## config.mk

```make
export PLATFORM = sky130hd
export DESIGN_NAME = interrupt_level_control_regs
export DESIGN_NICKNAME = d
export VERILOG_FILES = /design/src/core/level_ctl_pkg.sv /design/src/core/level_arb_if.sv /design/src/core/level_priority_resolver.sv /design/src/core/interrupt_level_control_regs.sv
export SDC_FILE = /design/constraint.sdc
export NUM_CORES = 1
export LEC_CHECK = 0
export ABC_AREA = 1
export BUFFER_PORTS_ARGS = -buffer_cell sky130_fd_sc_hd__buf_2
export CORE_MARGIN = 1.5
export CORE_UTILIZATION = 51
export CTS_CLUSTER_DIAMETER = 30
export DETAILED_ROUTE_END_ITERATION = 6
export GPL_ROUTABILITY_DRIVEN = 0
export GPL_TIMING_DRIVEN = 0
export PLACE_DENSITY = 0.82
export SETUP_SLACK_MARGIN = 0.05
export SYNTH_ARGS = -nofsm -noshare
export SYNTH_HDL_FRONTEND = slang
export SYNTH_SLANG_ARGS = --single-unit
```

## constraint.sdc

```tcl
create_clock -name clk -period 12.74 [get_ports clk]
set_input_delay 2.548 -clock clk [delete_from_list [all_inputs] [get_ports clk]]
set_output_delay 2.548 -clock clk [all_outputs]
set_load 0.03 [all_outputs]
```

## src/core/level_ctl_pkg.sv

```systemverilog
// constants for the interrupt level control register bank
// assumes an 8-bit register port with a 16-bit byte address
package level_ctl_pkg;

   // register geometry
   localparam int DATA_W = 8;
   localparam int ADDR_W = 16;
   localparam int LEVEL_W = 2;
   localparam int NUM_SRC = 11;
   localparam int SRC_IDX_W = 4;

   // byte addresses of the five level registers
   localparam logic [15:0] ADDR_BANK_31 = 16'hf02b;
   localparam logic [15:0] ADDR_BANK_40 = 16'hf02c;
   localparam logic [15:0] ADDR_BANK_51 = 16'hf02f;
   localparam logic [15:0] ADDR_BANK_60 = 16'hf030;
   localparam logic [15:0] ADDR_BANK_61 = 16'hf031;

   // reset value, shared by every level register
   localparam logic [7:0] BANK_RESET = 8'h00;

   // writable bits of each register; all others read as zero
   localparam logic [7:0] MASK_BANK_31 = 8'h30;
   localparam logic [7:0] MASK_BANK_40 = 8'h0f;
   localparam logic [7:0] MASK_BANK_51 = 8'h0f;
   localparam logic [7:0] MASK_BANK_60 = 8'hff;
   localparam logic [7:0] MASK_BANK_61 = 8'hcc;

   // low bit of each level field inside its register
   localparam int FLD_31_A = 4;
   localparam int FLD_40_A = 0;
   localparam int FLD_40_B = 2;
   localparam int FLD_51_A = 0;
   localparam int FLD_51_B = 2;
   localparam int FLD_60_A = 0;
   localparam int FLD_60_B = 2;
   localparam int FLD_60_C = 4;
   localparam int FLD_60_D = 6;
   localparam int FLD_61_A = 2;
   localparam int FLD_61_B = 6;

   // level encodings: 00 is level 1 (lowest), 11 is level 4 (highest)
   localparam logic [1:0] LEVEL_1 = 2'h0;
   localparam logic [1:0] LEVEL_4 = 2'h3;

   // value read from an unmapped address
   localparam logic [7:0] UNMAPPED_READ = 8'h00;

endpackage

```

## src/core/level_arb_if.sv

```systemverilog
// signals between the level register bank and its priority resolver
// assumes both ends run on the same clock; the resolver is combinational
`timescale 1ns/1ns
interface level_arb_if #(
   parameter int NSRC = 11,
   parameter int IDXW = 4
);
   logic [NSRC-1:0] request;
   logic [2*NSRC-1:0] level;
   logic ctlEnable;
   logic winValid;
   logic [IDXW-1:0] winIdx;

   modport arbiter (
      input request,
      input level,
      input ctlEnable,
      output winValid,
      output winIdx
   );

   modport owner (
      output request,
      output level,
      output ctlEnable,
      input winValid,
      input winIdx
   );
endinterface

```

## src/core/level_priority_resolver.sv

```systemverilog
// priority resolver for concurrent maskable requests
// assumes requests are held by their sources until served
`timescale 1ns/1ns
module level_priority_resolver #(
   parameter int NSRC = 11,
   parameter int IDXW = 4
) (
   level_arb_if.arbiter arb
);

   // scan from the highest index down so ties fall to the lowest source
   always_comb begin
      logic found;
      logic [1:0] best;
      logic [1:0] cur;
      logic [IDXW-1:0] idx;
      found = 1'h0;
      best = level_ctl_pkg::LEVEL_1;
      cur = level_ctl_pkg::LEVEL_1;
      idx = '0;
      for (int i = NSRC - 1; i >= 0; i--) begin
         // with level control off every source counts as one level
         cur = arb.ctlEnable ? arb.level[2*i +: 2] : level_ctl_pkg::LEVEL_1;
         // higher code wins, equal code goes to lower index
         if (arb.request[i] && (!found || cur >= best)) begin
            found = 1'h1;
            best = cur;
            idx = IDXW'(i);
         end
      end
      arb.winValid = found;
      arb.winIdx = idx;
   end

endmodule

```

## src/core/interrupt_level_control_regs.sv

```systemverilog
// interrupt level control register bank for eleven maskable sources
// assumes a single-cycle register port on clk and same-clock enable and
// request inputs; the other level registers live elsewhere
//
// Functional notes
// - each register holds source levels and feeds them to the resolver
// - registers writable only while global level control is enabled
// - writes while level control disabled are dropped, contents kept
// - reads while disabled return last held value or reset value
// - level code 00 lowest level 1 up to 11 highest level 4
// - first register: writable field bits 5:4 only
// - second register: writable fields bits 3:2 and 1:0
// - third register: writable fields bits 3:2 and 1:0
// - fourth register: four writable fields 7:6, 5:4, 3:2, 1:0
// - fifth register: writable fields bits 7:6 and 3:2
// - all registers are 8 bits wide and reset to zero
// - first register at f02b, second at f02c
// - third, fourth, fifth registers at f02f, f030, f031
// - enabled: highest level first, then lowest source number
// - disabled: lowest source number first, others stay pending
`timescale 1ns/1ns
module interrupt_level_control_regs #(
   parameter int NSRC = level_ctl_pkg::NUM_SRC
) (
   input wire logic clk,
   input wire logic rst_n,
   input wire logic [15:0] addr,
   input wire logic [7:0] wrData,
   input wire logic wrStb,
   input wire logic rdStb,
   input wire logic levelControlGlobalEnable,
   input wire logic [NSRC-1:0] sourceRequest,
   output logic [7:0] rdData,
   output logic [2*NSRC-1:0] sourceLevel,
   output logic grantValid,
   output logic [3:0] grantSource
);

   // all state of the bank in one record
   typedef struct packed {
      logic [7:0] bank31;
      logic [7:0] bank40;
      logic [7:0] bank51;
      logic [7:0] bank60;
      logic [7:0] bank61;
      logic [7:0] rdData;
      logic [2*NSRC-1:0] level;
      logic grantValid;
      logic [3:0] grantSource;
   } state_t;

   localparam state_t STATE_RESET = '{
      bank31: level_ctl_pkg::BANK_RESET,
      bank40: level_ctl_pkg::BANK_RESET,
      bank51: level_ctl_pkg::BANK_RESET,
      bank60: level_ctl_pkg::BANK_RESET,
      bank61: level_ctl_pkg::BANK_RESET,
      rdData: 8'h00,
      level: '0,
      grantValid: 1'h0,
      grantSource: 4'h0
   };

   state_t state;
   state_t next_state;

   logic [2*NSRC-1:0] liveLevel;
   logic writeOk;

   level_arb_if #(.NSRC(NSRC), .IDXW(level_ctl_pkg::SRC_IDX_W)) arbBus ();

   level_priority_resolver #(.NSRC(NSRC), .IDXW(level_ctl_pkg::SRC_IDX_W)) resolver (
      .arb(arbBus)
   );

   // write is taken only while level control is on
   assign writeOk = wrStb && levelControlGlobalEnable;

   // gather the level fields in source order, lowest source first
   assign liveLevel = {
      state.bank61[level_ctl_pkg::FLD_61_B +: 2],
      state.bank61[level_ctl_pkg::FLD_61_A +: 2],
      state.bank60[level_ctl_pkg::FLD_60_D +: 2],
      state.bank60[level_ctl_pkg::FLD_60_C +: 2],
      state.bank60[level_ctl_pkg::FLD_60_B +: 2],
      state.bank60[level_ctl_pkg::FLD_60_A +: 2],
      state.bank51[level_ctl_pkg::FLD_51_B +: 2],
      state.bank51[level_ctl_pkg::FLD_51_A +: 2],
      state.bank40[level_ctl_pkg::FLD_40_B +: 2],
      state.bank40[level_ctl_pkg::FLD_40_A +: 2],
      state.bank31[level_ctl_pkg::FLD_31_A +: 2]
   };

   // resolver sees live levels, the mode and the pending requests
   assign arbBus.request = sourceRequest;
   assign arbBus.level = liveLevel;
   assign arbBus.ctlEnable = levelControlGlobalEnable;

   // next state: register writes, read data, level and grant copies
   always_comb begin
      next_state = state;

      // masked writes keep read-only bits at zero
      if (writeOk) begin
         case (addr)
            level_ctl_pkg::ADDR_BANK_31: begin
               next_state.bank31 = wrData & level_ctl_pkg::MASK_BANK_31;
            end
            level_ctl_pkg::ADDR_BANK_40: begin
               next_state.bank40 = wrData & level_ctl_pkg::MASK_BANK_40;
            end
            level_ctl_pkg::ADDR_BANK_51: begin
               next_state.bank51 = wrData & level_ctl_pkg::MASK_BANK_51;
            end
            level_ctl_pkg::ADDR_BANK_60: begin
               next_state.bank60 = wrData & level_ctl_pkg::MASK_BANK_60;
            end
            level_ctl_pkg::ADDR_BANK_61: begin
               next_state.bank61 = wrData & level_ctl_pkg::MASK_BANK_61;
            end
            default: begin
               // unmapped write is ignored
            end
         endcase
      end

      // read returns held contents whatever the enable, since a
      // disabled bank never changed after its last enabled write
      if (rdStb) begin
         case (addr)
            level_ctl_pkg::ADDR_BANK_31: begin
               next_state.rdData = state.bank31 & level_ctl_pkg::MASK_BANK_31;
            end
            level_ctl_pkg::ADDR_BANK_40: begin
               next_state.rdData = state.bank40 & level_ctl_pkg::MASK_BANK_40;
            end
            level_ctl_pkg::ADDR_BANK_51: begin
               next_state.rdData = state.bank51 & level_ctl_pkg::MASK_BANK_51;
            end
            level_ctl_pkg::ADDR_BANK_60: begin
               next_state.rdData = state.bank60 & level_ctl_pkg::MASK_BANK_60;
            end
            level_ctl_pkg::ADDR_BANK_61: begin
               next_state.rdData = state.bank61 & level_ctl_pkg::MASK_BANK_61;
            end
            default: begin
               next_state.rdData = level_ctl_pkg::UNMAPPED_READ;
            end
         endcase
      end else begin
         // read data valid only in the cycle after the strobe
         next_state.rdData = 8'h00;
      end

      // levels follow the stored fields one cycle later
      next_state.level = liveLevel;

      // winner registered so outputs come from flops
      next_state.grantValid = arbBus.winValid;
      next_state.grantSource = arbBus.winIdx;
   end

   // whole bank clears to zero, placing every source at level 1
   always_ff @(posedge clk or negedge rst_n) begin
      if (!rst_n) begin
         state <= STATE_RESET;
      end else begin
         state <= next_state;
      end
   end

   // outputs straight from the state record
   assign rdData = state.rdData;
   assign sourceLevel = state.level;
   assign grantValid = state.grantValid;
   assign grantSource = state.grantSource;

endmodule

```

==> results of run 1 <==
[where the power goes]
| group | switching (µW) | total, µW | internal [µW] |
|---|---|---|---|
| combinational | 40.3 | 63.8 | 23.5 |
| clock | 73.4 | 174 | 101 |
| sequential | 0.456 | 184 | 183 |
[per-layer routing]
metal / track usage [%] / up-vias
met1: 29.0 / 1303
met2: 40.8 / 89
met3: 7.54 / 10
met5: 0 / -
met4: 7.07 / 0
li1: - / 1368
[flip-flops by register name (all words and copies together) (netlist names)]
register and flops:
grantSource 4, sourceLevel 22, arbBus.level 22, rdData 8, grantValid 1
[synth_stat cells]
cell type / count
o21ai_0: 19
nor4_2: 2
nand4_1: 1
clkbuf_1: 2
dfrtp_1: 57
nor2_2: 7
o21ai_1: 13
nand3_2: 1
nor2_1: 10
or2_4: 1
or3b_1: 1
o31ai_1: 1
nand2_2: 3
o21a_1: 1
nand2_1: 110
or2_1: 1
buf_1: 1
ha_1: 20
a22oi_1: 4
a21oi_1: 9
clkinv_2: 1
clkinv_1: 1
and2_1: 8
or3_1: 1
nor3_2: 1
nand3_1: 31
a31oi_1: 5
buf_2: 1
nand3b_1: 3
inv_1: 49
inv_2: 7
[final cells by class]
class | instances | area, µm²
Buffer | 4 | 18.8
Clock buffer | 12 | 155
Clock inverter | 4 | 51.3
Fill cell | 490 | 1890
Inverter | 58 | 219
Multi-Input combinational cell | 253 | 1380
Sequential cell | 57 | 1430
Tap cell | 72 | 90.1
Timing Repair Buffer | 74 | 375
[path summary, 6_finish.rpt]
check,start,endpoint,slack [ps],depth (start not counted)
setup / recovery,levelControlGlobalEnable,grantSource[2]$_DFF_PN0_,950,68
hold / removal,arbBus.level[19]$_DFFE_PN0P_,sourceLevel[19]$_DFF_PN0_,440,0
setup reg to reg,arbBus.level[20]$_DFFE_PN0P_,grantSource[2]$_DFF_PN0_,2910,67
hold reg to reg,arbBus.level[19]$_DFFE_PN0P_,sourceLevel[19]$_DFF_PN0_,440,0
max in group asynchronous,rst_n,arbBus.level[19]$_DFFE_PN0P_,10030,1
min in group asynchronous,rst_n,rdData[5]$_DFF_PN0_,2250,1
[critical path: cells and delay by family]
| family | cells | cell delay, ps |
|---|---|---|
| adders and majority gates | 10 | 2710 |
| buffers and inverters | 7 | 560 |
| and+or+nand+nor | 40 | 4570 |
| AOI/OAI and AO/OA | 11 | 1640 |
[metrics by stage]
step	cells	instance area (µm²)	total power, µW	setup WS (ps)
after global routing	534	3720	441	-21.2
after detailed placement	517	3470	247	340
final	534	3720	422	954
after CTS	533	3680	421	583
after floorplan	372	3020	226	1380
after global placement	517	3470	244	572
[cell families after synthesis]
kind of cell / after synthesis / share of synthesized area (%)
AO/OA/AOI/OAI: 52 / 9.34
adder cells (fa/ha/maj): 20 / 8.30
buffers and inverters: 62 / 7.80
flip-flops: 57 / 47.3
AND/OR/NAND/NOR: 181 / 27.3
[repair_timing]
item	in CTS	in global routing
endpoints found under the setup margin	0	4
gates resized for setup	0	17
setup buffers	0	1
==> results.toml, run 1 <==
[run_status]
status = "finished clean"

[clock_tree]
cts_htree_levels = 3
cts.clk_slew.worst_paths_ps = 70
clk_latency_ps = 350
cts.sinks = 57
cts_hold_buf = 0
clock-root-buffer = "clkbuf_8"
cts.path.max_buffers = 2
cts_tree = "built"
cts_made_buffers = 9

[sta]
period_share_pct = 92.5
max_freq_ghz = 0.0848
slew_viol_final = 0
slew_headroom_pct = 25.1
tightest_slew_ps = 1110
hold_viol_final = 0
fin_skew_ps = 10.7
finalSetupViolCount = 0
fin_crit_ps = 11790
setup_tns_ps = 0
hold_slack_ps = 435

[route]
wl_met1_um = 2960
ant_nets = 0
dr.pass1.iters = 5
drc_errors = 0
top_layer = "met4"
dr_wl_met3_um = 400
totalWireLength_um = 7080
routed-via-count = 2770
vias_per_cell = 5.19
post_drt_wl_per_cell_um = 13.3
wl_met2_um = 3620
drt_iter0_markers = 222

[placed_design]
hpwlAfterDp_um = 5250
port_buffers = 73

[critical_path]
critPathKind = "in2reg"
worst_ep_required_time_ps = 13020
crit_top_cell = "nand2_1"
crit_path_top_delay_cell = "or3b_1"
critPathMaxStageDelay_ps = 370
worstPathArrival_ps = 12070
crit_fanout = 9
start_kind = "input pin"
end_kind = "flip-flop"

[layout]
syn2layout_area_growth_pct = 23.4
diodes = 0
mostFrequentLayoutCell = "nand2_1"
fin_util_pct = 66.3
drive_gt1_share_pct = 26.6
nets = 517
most-common-layout-cells = "103 x nand2_1, 72 x buf_2, 57 x dfrtp_1, 49 x inv_1, 31 x nand3_1"

[synth]
synth_top_area_share_pct = 47.3
syn_avg_cell_area_um2 = 8.11
synth.area.top_cells = "dfrtp_1 47%, nand2_1 14%, ha_1 8.3%, inv_1 6.1%, nand3_1 5.1%"
ys_seq_area_share_pct = 47.3
ys_types = 31
synthCells = 372
synth_warnings = 0
yosysTopAreaCell = "dfrtp_1"
synth.net_count = 432
syn_area_um2 = 3020
ys_seq_elements = 57

[floorplanning]
die_area_um2 = 6380
die_x_um = 79.9
core-area_um2 = 5610
rows = 27
num_io_pins = 75
die_h_um = 79.9
initial_core_util_pct = 53.8

[grt]
grt_usage_pct = 24.0
gr-total-overflow = 0
grt_max_degree = 58
first_global_vias = 2659
antenna_found_initial = 0
grt_pass1_wl_um = 11700

[power_and_ir_drop]
cellLeakagePower_uw = 0.00207
ir_drop_mv = 0.0570
powerDensity_nw_per_um2 = 113

[worst_hold_path]
hp-class = "reg2reg"

[run]
maxCapViolCount = 0
Power figures use the tool's default switching activity.
==> run 2, diff against run 1 <==
--- a/config.mk
+++ b/config.mk
@@ -6,14 +6,15 @@
 export NUM_CORES = 1
 export LEC_CHECK = 0
 export ABC_AREA = 1
-export BUFFER_PORTS_ARGS = -buffer_cell sky130_fd_sc_hd__buf_2
+export CAP_MARGIN = 20
 export CORE_MARGIN = 1.5
 export CORE_UTILIZATION = 51
 export CTS_CLUSTER_DIAMETER = 30
 export DETAILED_ROUTE_END_ITERATION = 6
+export DONT_BUFFER_PORTS = 1
 export GPL_ROUTABILITY_DRIVEN = 0
 export GPL_TIMING_DRIVEN = 0
-export PLACE_DENSITY = 0.82
+export PLACE_DENSITY = 0.71
 export SETUP_SLACK_MARGIN = 0.05
 export SYNTH_ARGS = -nofsm -noshare
 export SYNTH_HDL_FRONTEND = slang
==> run 2 against run 1 <==
Combinational power fell by 29%. Largest cell class unchanged. Clock-buffer cell count decreased by 2. Clock power down 5%. Critical endpoint is now grantSource[1]$_DFF_PN0_.
==> results.toml, run 2 (synthesis results as in run 1) <==
[clock_tree]
cts.clk_slew.worst_paths_ps = 70
clk_latency_ps = 340
cts_made_buffers = 9
clock-root-buffer = "clkbuf_8"
cts.sinks = 57
cts.path.max_buffers = 2
cts_hold_buf = 0
cts_htree_levels = 3
cts_tree = "built"

[sta]
max_freq_ghz = 0.0850
rsz0062_at_grt = "no"
final.setup.worst_slack_ps = 969
fin_skew_ps = 10.3
slew_headroom_pct = 27.1
slew_viol_final = 0
finalSetupViolCount = 0
tightest_slew_ps = 1080
hold_viol_final = 0
setup_tns_ps = 0
period_share_pct = 92.4
fin_crit_ps = 11770

[power_and_ir_drop]
p_clk_share_pct = 41.4
p_switching_uw = 104
pwr-share-seq_pct = 47.3
combPwrFrac_pct = 11.3
total_power_uw = 399
cellLeakagePower_uw = 0.00173
switching_share_pct = 26.1
ir_drop_mv = 0.0807
intPower_uw = 295
powerDensity_nw_per_um2 = 119

[layout]
mostFrequentLayoutCell = "nand2_1"
nets = 445
instances_no_fill = 461
fillers = 508
most-common-layout-cells = "104 x nand2_1, 57 x dfrtp_1, 49 x inv_1, 31 x nand3_1, 20 x ha_1"
diodes = 0
syn2layout_area_growth_pct = 10.9
drive_gt1_share_pct = 12.9

[critical_path]
critPathMaxStageDelay_ps = 380
end_kind = "flip-flop"
critPathTopFamily = "simple AND/OR/NAND/NOR gates"
crit_top_cell = "nand2_1"
worstPathArrival_ps = 12040
crit_path_top_delay_cell = "or3b_1"
critPathKind = "in2reg"
cp_num_buf_inv = 7
start_kind = "input pin"
worst_ep_required_time_ps = 13010
r2r_slack_ps = 2920
crit_fanout = 9

[route]
dr.pass1.iters = 4
routed-via-count = 2461
drt_iter0_markers = 161
post_drt_wl_per_cell_um = 14.5
ant_nets = 0
top_layer = "met4"
dr_wl_met3_um = 419
wl_met2_um = 3310
drc_errors = 0
totalWireLength_um = 6670
vias_per_cell = 5.34
wl_met1_um = 2860

[grt]
antenna_found_initial = 0
grt_max_degree = 58
gr-total-overflow = 0
grt_pass1_wl_um = 11200
first_global_vias = 2406
grt_usage_pct = 23.2

[run]
maxCapViolCount = 0

[floorplanning]
rows = 27
die_area_um2 = 6380
core-area_um2 = 5610
die_h_um = 79.9
die_x_um = 79.9
num_io_pins = 75
initial_core_util_pct = 53.8

[placed_design]
placedCellCount = 444
hpwlAfterDp_um = 4990
place_ws_ps = 200
port_buffers = 0

[run_status]
status = "finished clean"

[worst_hold_path]
hp-class = "reg2reg"
run 2: cell types whose count changed in the layout (fill, tap and decap cells not counted), sizes merged:
cell | before | now
buf | 75 | 3
clkinv | 4 | 5
clkbuf | 15 | 13
run 2: repair_timing:
action | in CTS | in global routing
setup buffers | 0 | 2
gates resized for setup | 0 | 15
setup endpoints to repair | 0 | 4
run 2: worst register-to-register path, delay by kind of cell (launching register included):
family                   cells  cell delay [ps]
adder cells (fa/ha/maj)     10             2670
AND/OR/NAND/NOR             39             4480
AO/OA/AOI/OAI               11             1690
buffers and inverters        7              490
flip-flops                   1              420
run 2: path summary, 6_finish.rpt:
path | endpoint | startpoint | cells past startpoint
min | sourceLevel[3]$_DFF_PN0_ | arbBus.level[3]$_DFFE_PN0P_ | 0
min reg2reg | sourceLevel[3]$_DFF_PN0_ | arbBus.level[3]$_DFFE_PN0P_ | 0
min in group asynchronous | sourceLevel[0]$_DFF_PN0_ | rst_n | 0
max reg2reg | grantSource[1]$_DFF_PN0_ | arbBus.level[20]$_DFFE_PN0P_ | 67
max in group asynchronous | sourceLevel[13]$_DFF_PN0_ | rst_n | 0
max | grantSource[1]$_DFF_PN0_ | levelControlGlobalEnable | 68
run 2: metal layers:
metal / vias to the layer above / global-route usage [%]
met4: 0 / 7.41
met5: - / 0
met3: 11 / 7.20
met1: 1146 / 29.1
li1: 1218 / -
met2: 86 / 37.9
run 2: final cells by class:
| class | instances | area (µm²) | area share, % |
|---|---|---|---|
| Multi-Input combinational cell | 253 | 1380 | 41.3 |
| Inverter | 58 | 219 | 6.55 |
| Clock buffer | 10 | 138 | 4.12 |
| Timing Repair Buffer | 2 | 15.0 | 0.449 |
| Sequential cell | 57 | 1430 | 42.6 |
| Tap cell | 72 | 90.1 | 2.69 |
| Buffer | 4 | 18.8 | 0.561 |
| Clock inverter | 5 | 56.3 | 1.68 |
run 2: per-stage QoR:
stage / utilization [%] / cell area (µm²) / hold WS [ps]
after global placement: 55.4 / 3110 / 429
final: 59.6 / 3340 / 451
after global routing: 59.6 / 3340 / 468
after CTS: 58.8 / 3300 / 450
after floorplan: - / 3020 / 394
after detailed placement: 55.4 / 3110 / 428
run 2: power groups by stage:
stage	combinational (µW)	clock [µW]	sequential, µW
5_1_grt	52.7	178	189
4_1_cts	42.1	169	189
3_5_place_dp	41.8	0	192
2_1_floorplan	34.1	0	192
6_report	45.1	165	189
3_3_place_gp	40.5	0	192
==> run 3, diff against run 2 <==
--- a/config.mk
+++ b/config.mk
@@ -8,13 +8,13 @@
 export ABC_AREA = 1
 export CAP_MARGIN = 20
 export CORE_MARGIN = 1.5
-export CORE_UTILIZATION = 51
+export CORE_UTILIZATION = 63
 export CTS_CLUSTER_DIAMETER = 30
 export DETAILED_ROUTE_END_ITERATION = 6
 export DONT_BUFFER_PORTS = 1
 export GPL_ROUTABILITY_DRIVEN = 0
 export GPL_TIMING_DRIVEN = 0
-export PLACE_DENSITY = 0.71
+export PLACE_DENSITY = 0.84
 export SETUP_SLACK_MARGIN = 0.05
 export SYNTH_ARGS = -nofsm -noshare
 export SYNTH_HDL_FRONTEND = slang
==> run 3 against run 2 <==
Clock power up 4%. Sequential cell count stayed put. Combinational power up 2%. Largest power group unchanged. Highest routed layer unchanged.
==> results.toml, run 3 (synthesis results as in run 1) <==
[clock_tree]
cts.sinks = 57
cts_tree = "built"
cts.clk_slew.worst_paths_ps = 70
cts_hold_buf = 0
clock-root-buffer = "clkbuf_8"
cts.path.max_buffers = 2
cts_made_buffers = 9
clk_latency_ps = 340
cts_htree_levels = 3

[floorplanning]
rows = 24
die_area_um2 = 5210
die_x_um = 72.2
num_io_pins = 75
initial_core_util_pct = 67.4
die_h_um = 72.2
core-area_um2 = 4470

[grt]
grt_max_degree = 58
first_global_vias = 2517
antenna_found_initial = 0
grt_pass1_wl_um = 10900
gr-total-overflow = 0
grt_usage_pct = 27.7

[critical_path]
startpoint = "levelControlGlobalEnable"
critPathMaxStageDelay_ps = 380
start_kind = "input pin"
crit_top_cell = "nand2_1"
worstReg2RegStart = "arbBus.level[20]$_DFFE_PN0P_"
crit_path_top_delay_cell = "or3b_1"
crit_fanout = 9
end_kind = "flip-flop"
worstPathArrival_ps = 12060
worst_ep_required_time_ps = 13010
reg2regPathDepth = 67
critPathKind = "in2reg"

[sta]
slew_viol_final = 0
period_share_pct = 92.5
fin_crit_ps = 11790
slew_headroom_pct = 68.3
finalSetupViolCount = 0
tightest_slew_ps = 475
hold_slack_ps = 430
max_freq_ghz = 0.0848
final.setup.worst_slack_ps = 951
hold_viol_final = 0
fin_skew_ps = 7.14

[placed_design]
placedCellCount = 424
port_buffers = 0
hpwlAfterDp_um = 4590
place_ws_ps = 280

[run]
maxCapViolCount = 0

[layout]
drive_gt1_share_pct = 13.3
fin_util_pct = 74.7
instances_no_fill = 443
diodes = 0
nets = 447
syn2layout_area_growth_pct = 10.8
most-common-layout-cells = "104 x nand2_1, 57 x dfrtp_1, 49 x inv_1, 31 x nand3_1, 20 x ha_1"
mostFrequentLayoutCell = "nand2_1"

[route]
top_layer = "met4"
ant_nets = 0
wl_met1_um = 2810
dr_wl_met3_um = 360
vias_per_cell = 5.69
routed-via-count = 2520
dr.pass1.iters = 4
post_drt_wl_per_cell_um = 14.4
drc_errors = 0
wl_met2_um = 2980
drt_iter0_markers = 171
totalWireLength_um = 6360

[worst_hold_path]
hp-class = "reg2reg"
min_from = "arbBus.level[20]$_DFFE_PN0P_"
holdPathStages = 0

[run_status]
status = "finished clean"

[power_and_ir_drop]
cellLeakagePower_uw = 0.00174
powerDensity_nw_per_um2 = 122
ir_drop_mv = 0.0823
[run 3: changes by cell type in the layout (fill, tap and decap cells not counted)]
| cell | previous run | this run |
|---|---|---|
| clkinv_2 | 3 | 2 |
| buf_2 | 0 | 1 |
| inv_6 | 0 | 1 |
| clkbuf_8 | 10 | 11 |
| o21ai_0 | 14 | 15 |
| clkinv_4 | 1 | 0 |
| buf_4 | 2 | 3 |
| o21ai_1 | 17 | 16 |
[run 3: cell type report]
class,count,area (µm²)
sequential,57,1430
clock inverter,4,51.3
clock buffer,11,151
fill,321,1130
inverter,58,219
tap,52,65.1
buffer,4,18.8
timing repair buffer,4,27.5
multi-input combinational,253,1380
[run 3: path summary, 6_finish.rpt]
kind	endpoint	slack (ps)
worst max-delay path	grantSource[2]$_DFF_PN0_	950
worst min-delay path	sourceLevel[20]$_DFF_PN0_	430
worst max register to register	grantSource[2]$_DFF_PN0_	2890
worst min register to register	sourceLevel[20]$_DFF_PN0_	430
max in group asynchronous	sourceLevel[17]$_DFF_PN0_	10750
min in group asynchronous	sourceLevel[1]$_DFF_PN0_	1900
[run 3: metrics by stage]
step	area, µm²	power [µW]	setup TNS, ps
after global routing	3340	423	-175
final	3340	407	0
after detailed placement	3080	234	0
after global placement	3080	232	0
after CTS	3280	403	0
after floorplan	3020	226	0
[run 3: layer usage]
| metal | vias to the layer above | global-route usage [%] |
|---|---|---|
| li1 | 1232 | - |
| met1 | 1182 | 35.4 |
| met2 | 83 | 43.4 |
| met3 | 23 | 7.22 |
| met4 | 0 | 14.5 |
| met5 | - | 0 |
[run 3: power by group]
group | internal [µW] | switching (µW) | leakage (µW) | total, µW
clock network | 100 | 72.1 | 0.000102 | 172
registers | 183 | 5.37 | 0.000788 | 189
logic | 18.5 | 27.7 | 0.000851 | 46.2
[run 3: worst max-delay path: cells and delay by family]
kind            cells  cell delay [ps]
fa+ha+maj          10             2690
simple gates       40             4490
compound gates     11             1720
buf+inv             7              550
[run 3: repair_timing]
item / CTS / global route
gates resized for setup: 0 / 14
endpoints found under the setup margin: 0 / 4
endpoints found under the hold margin: 0 / 0
setup buffers: 0 / 3
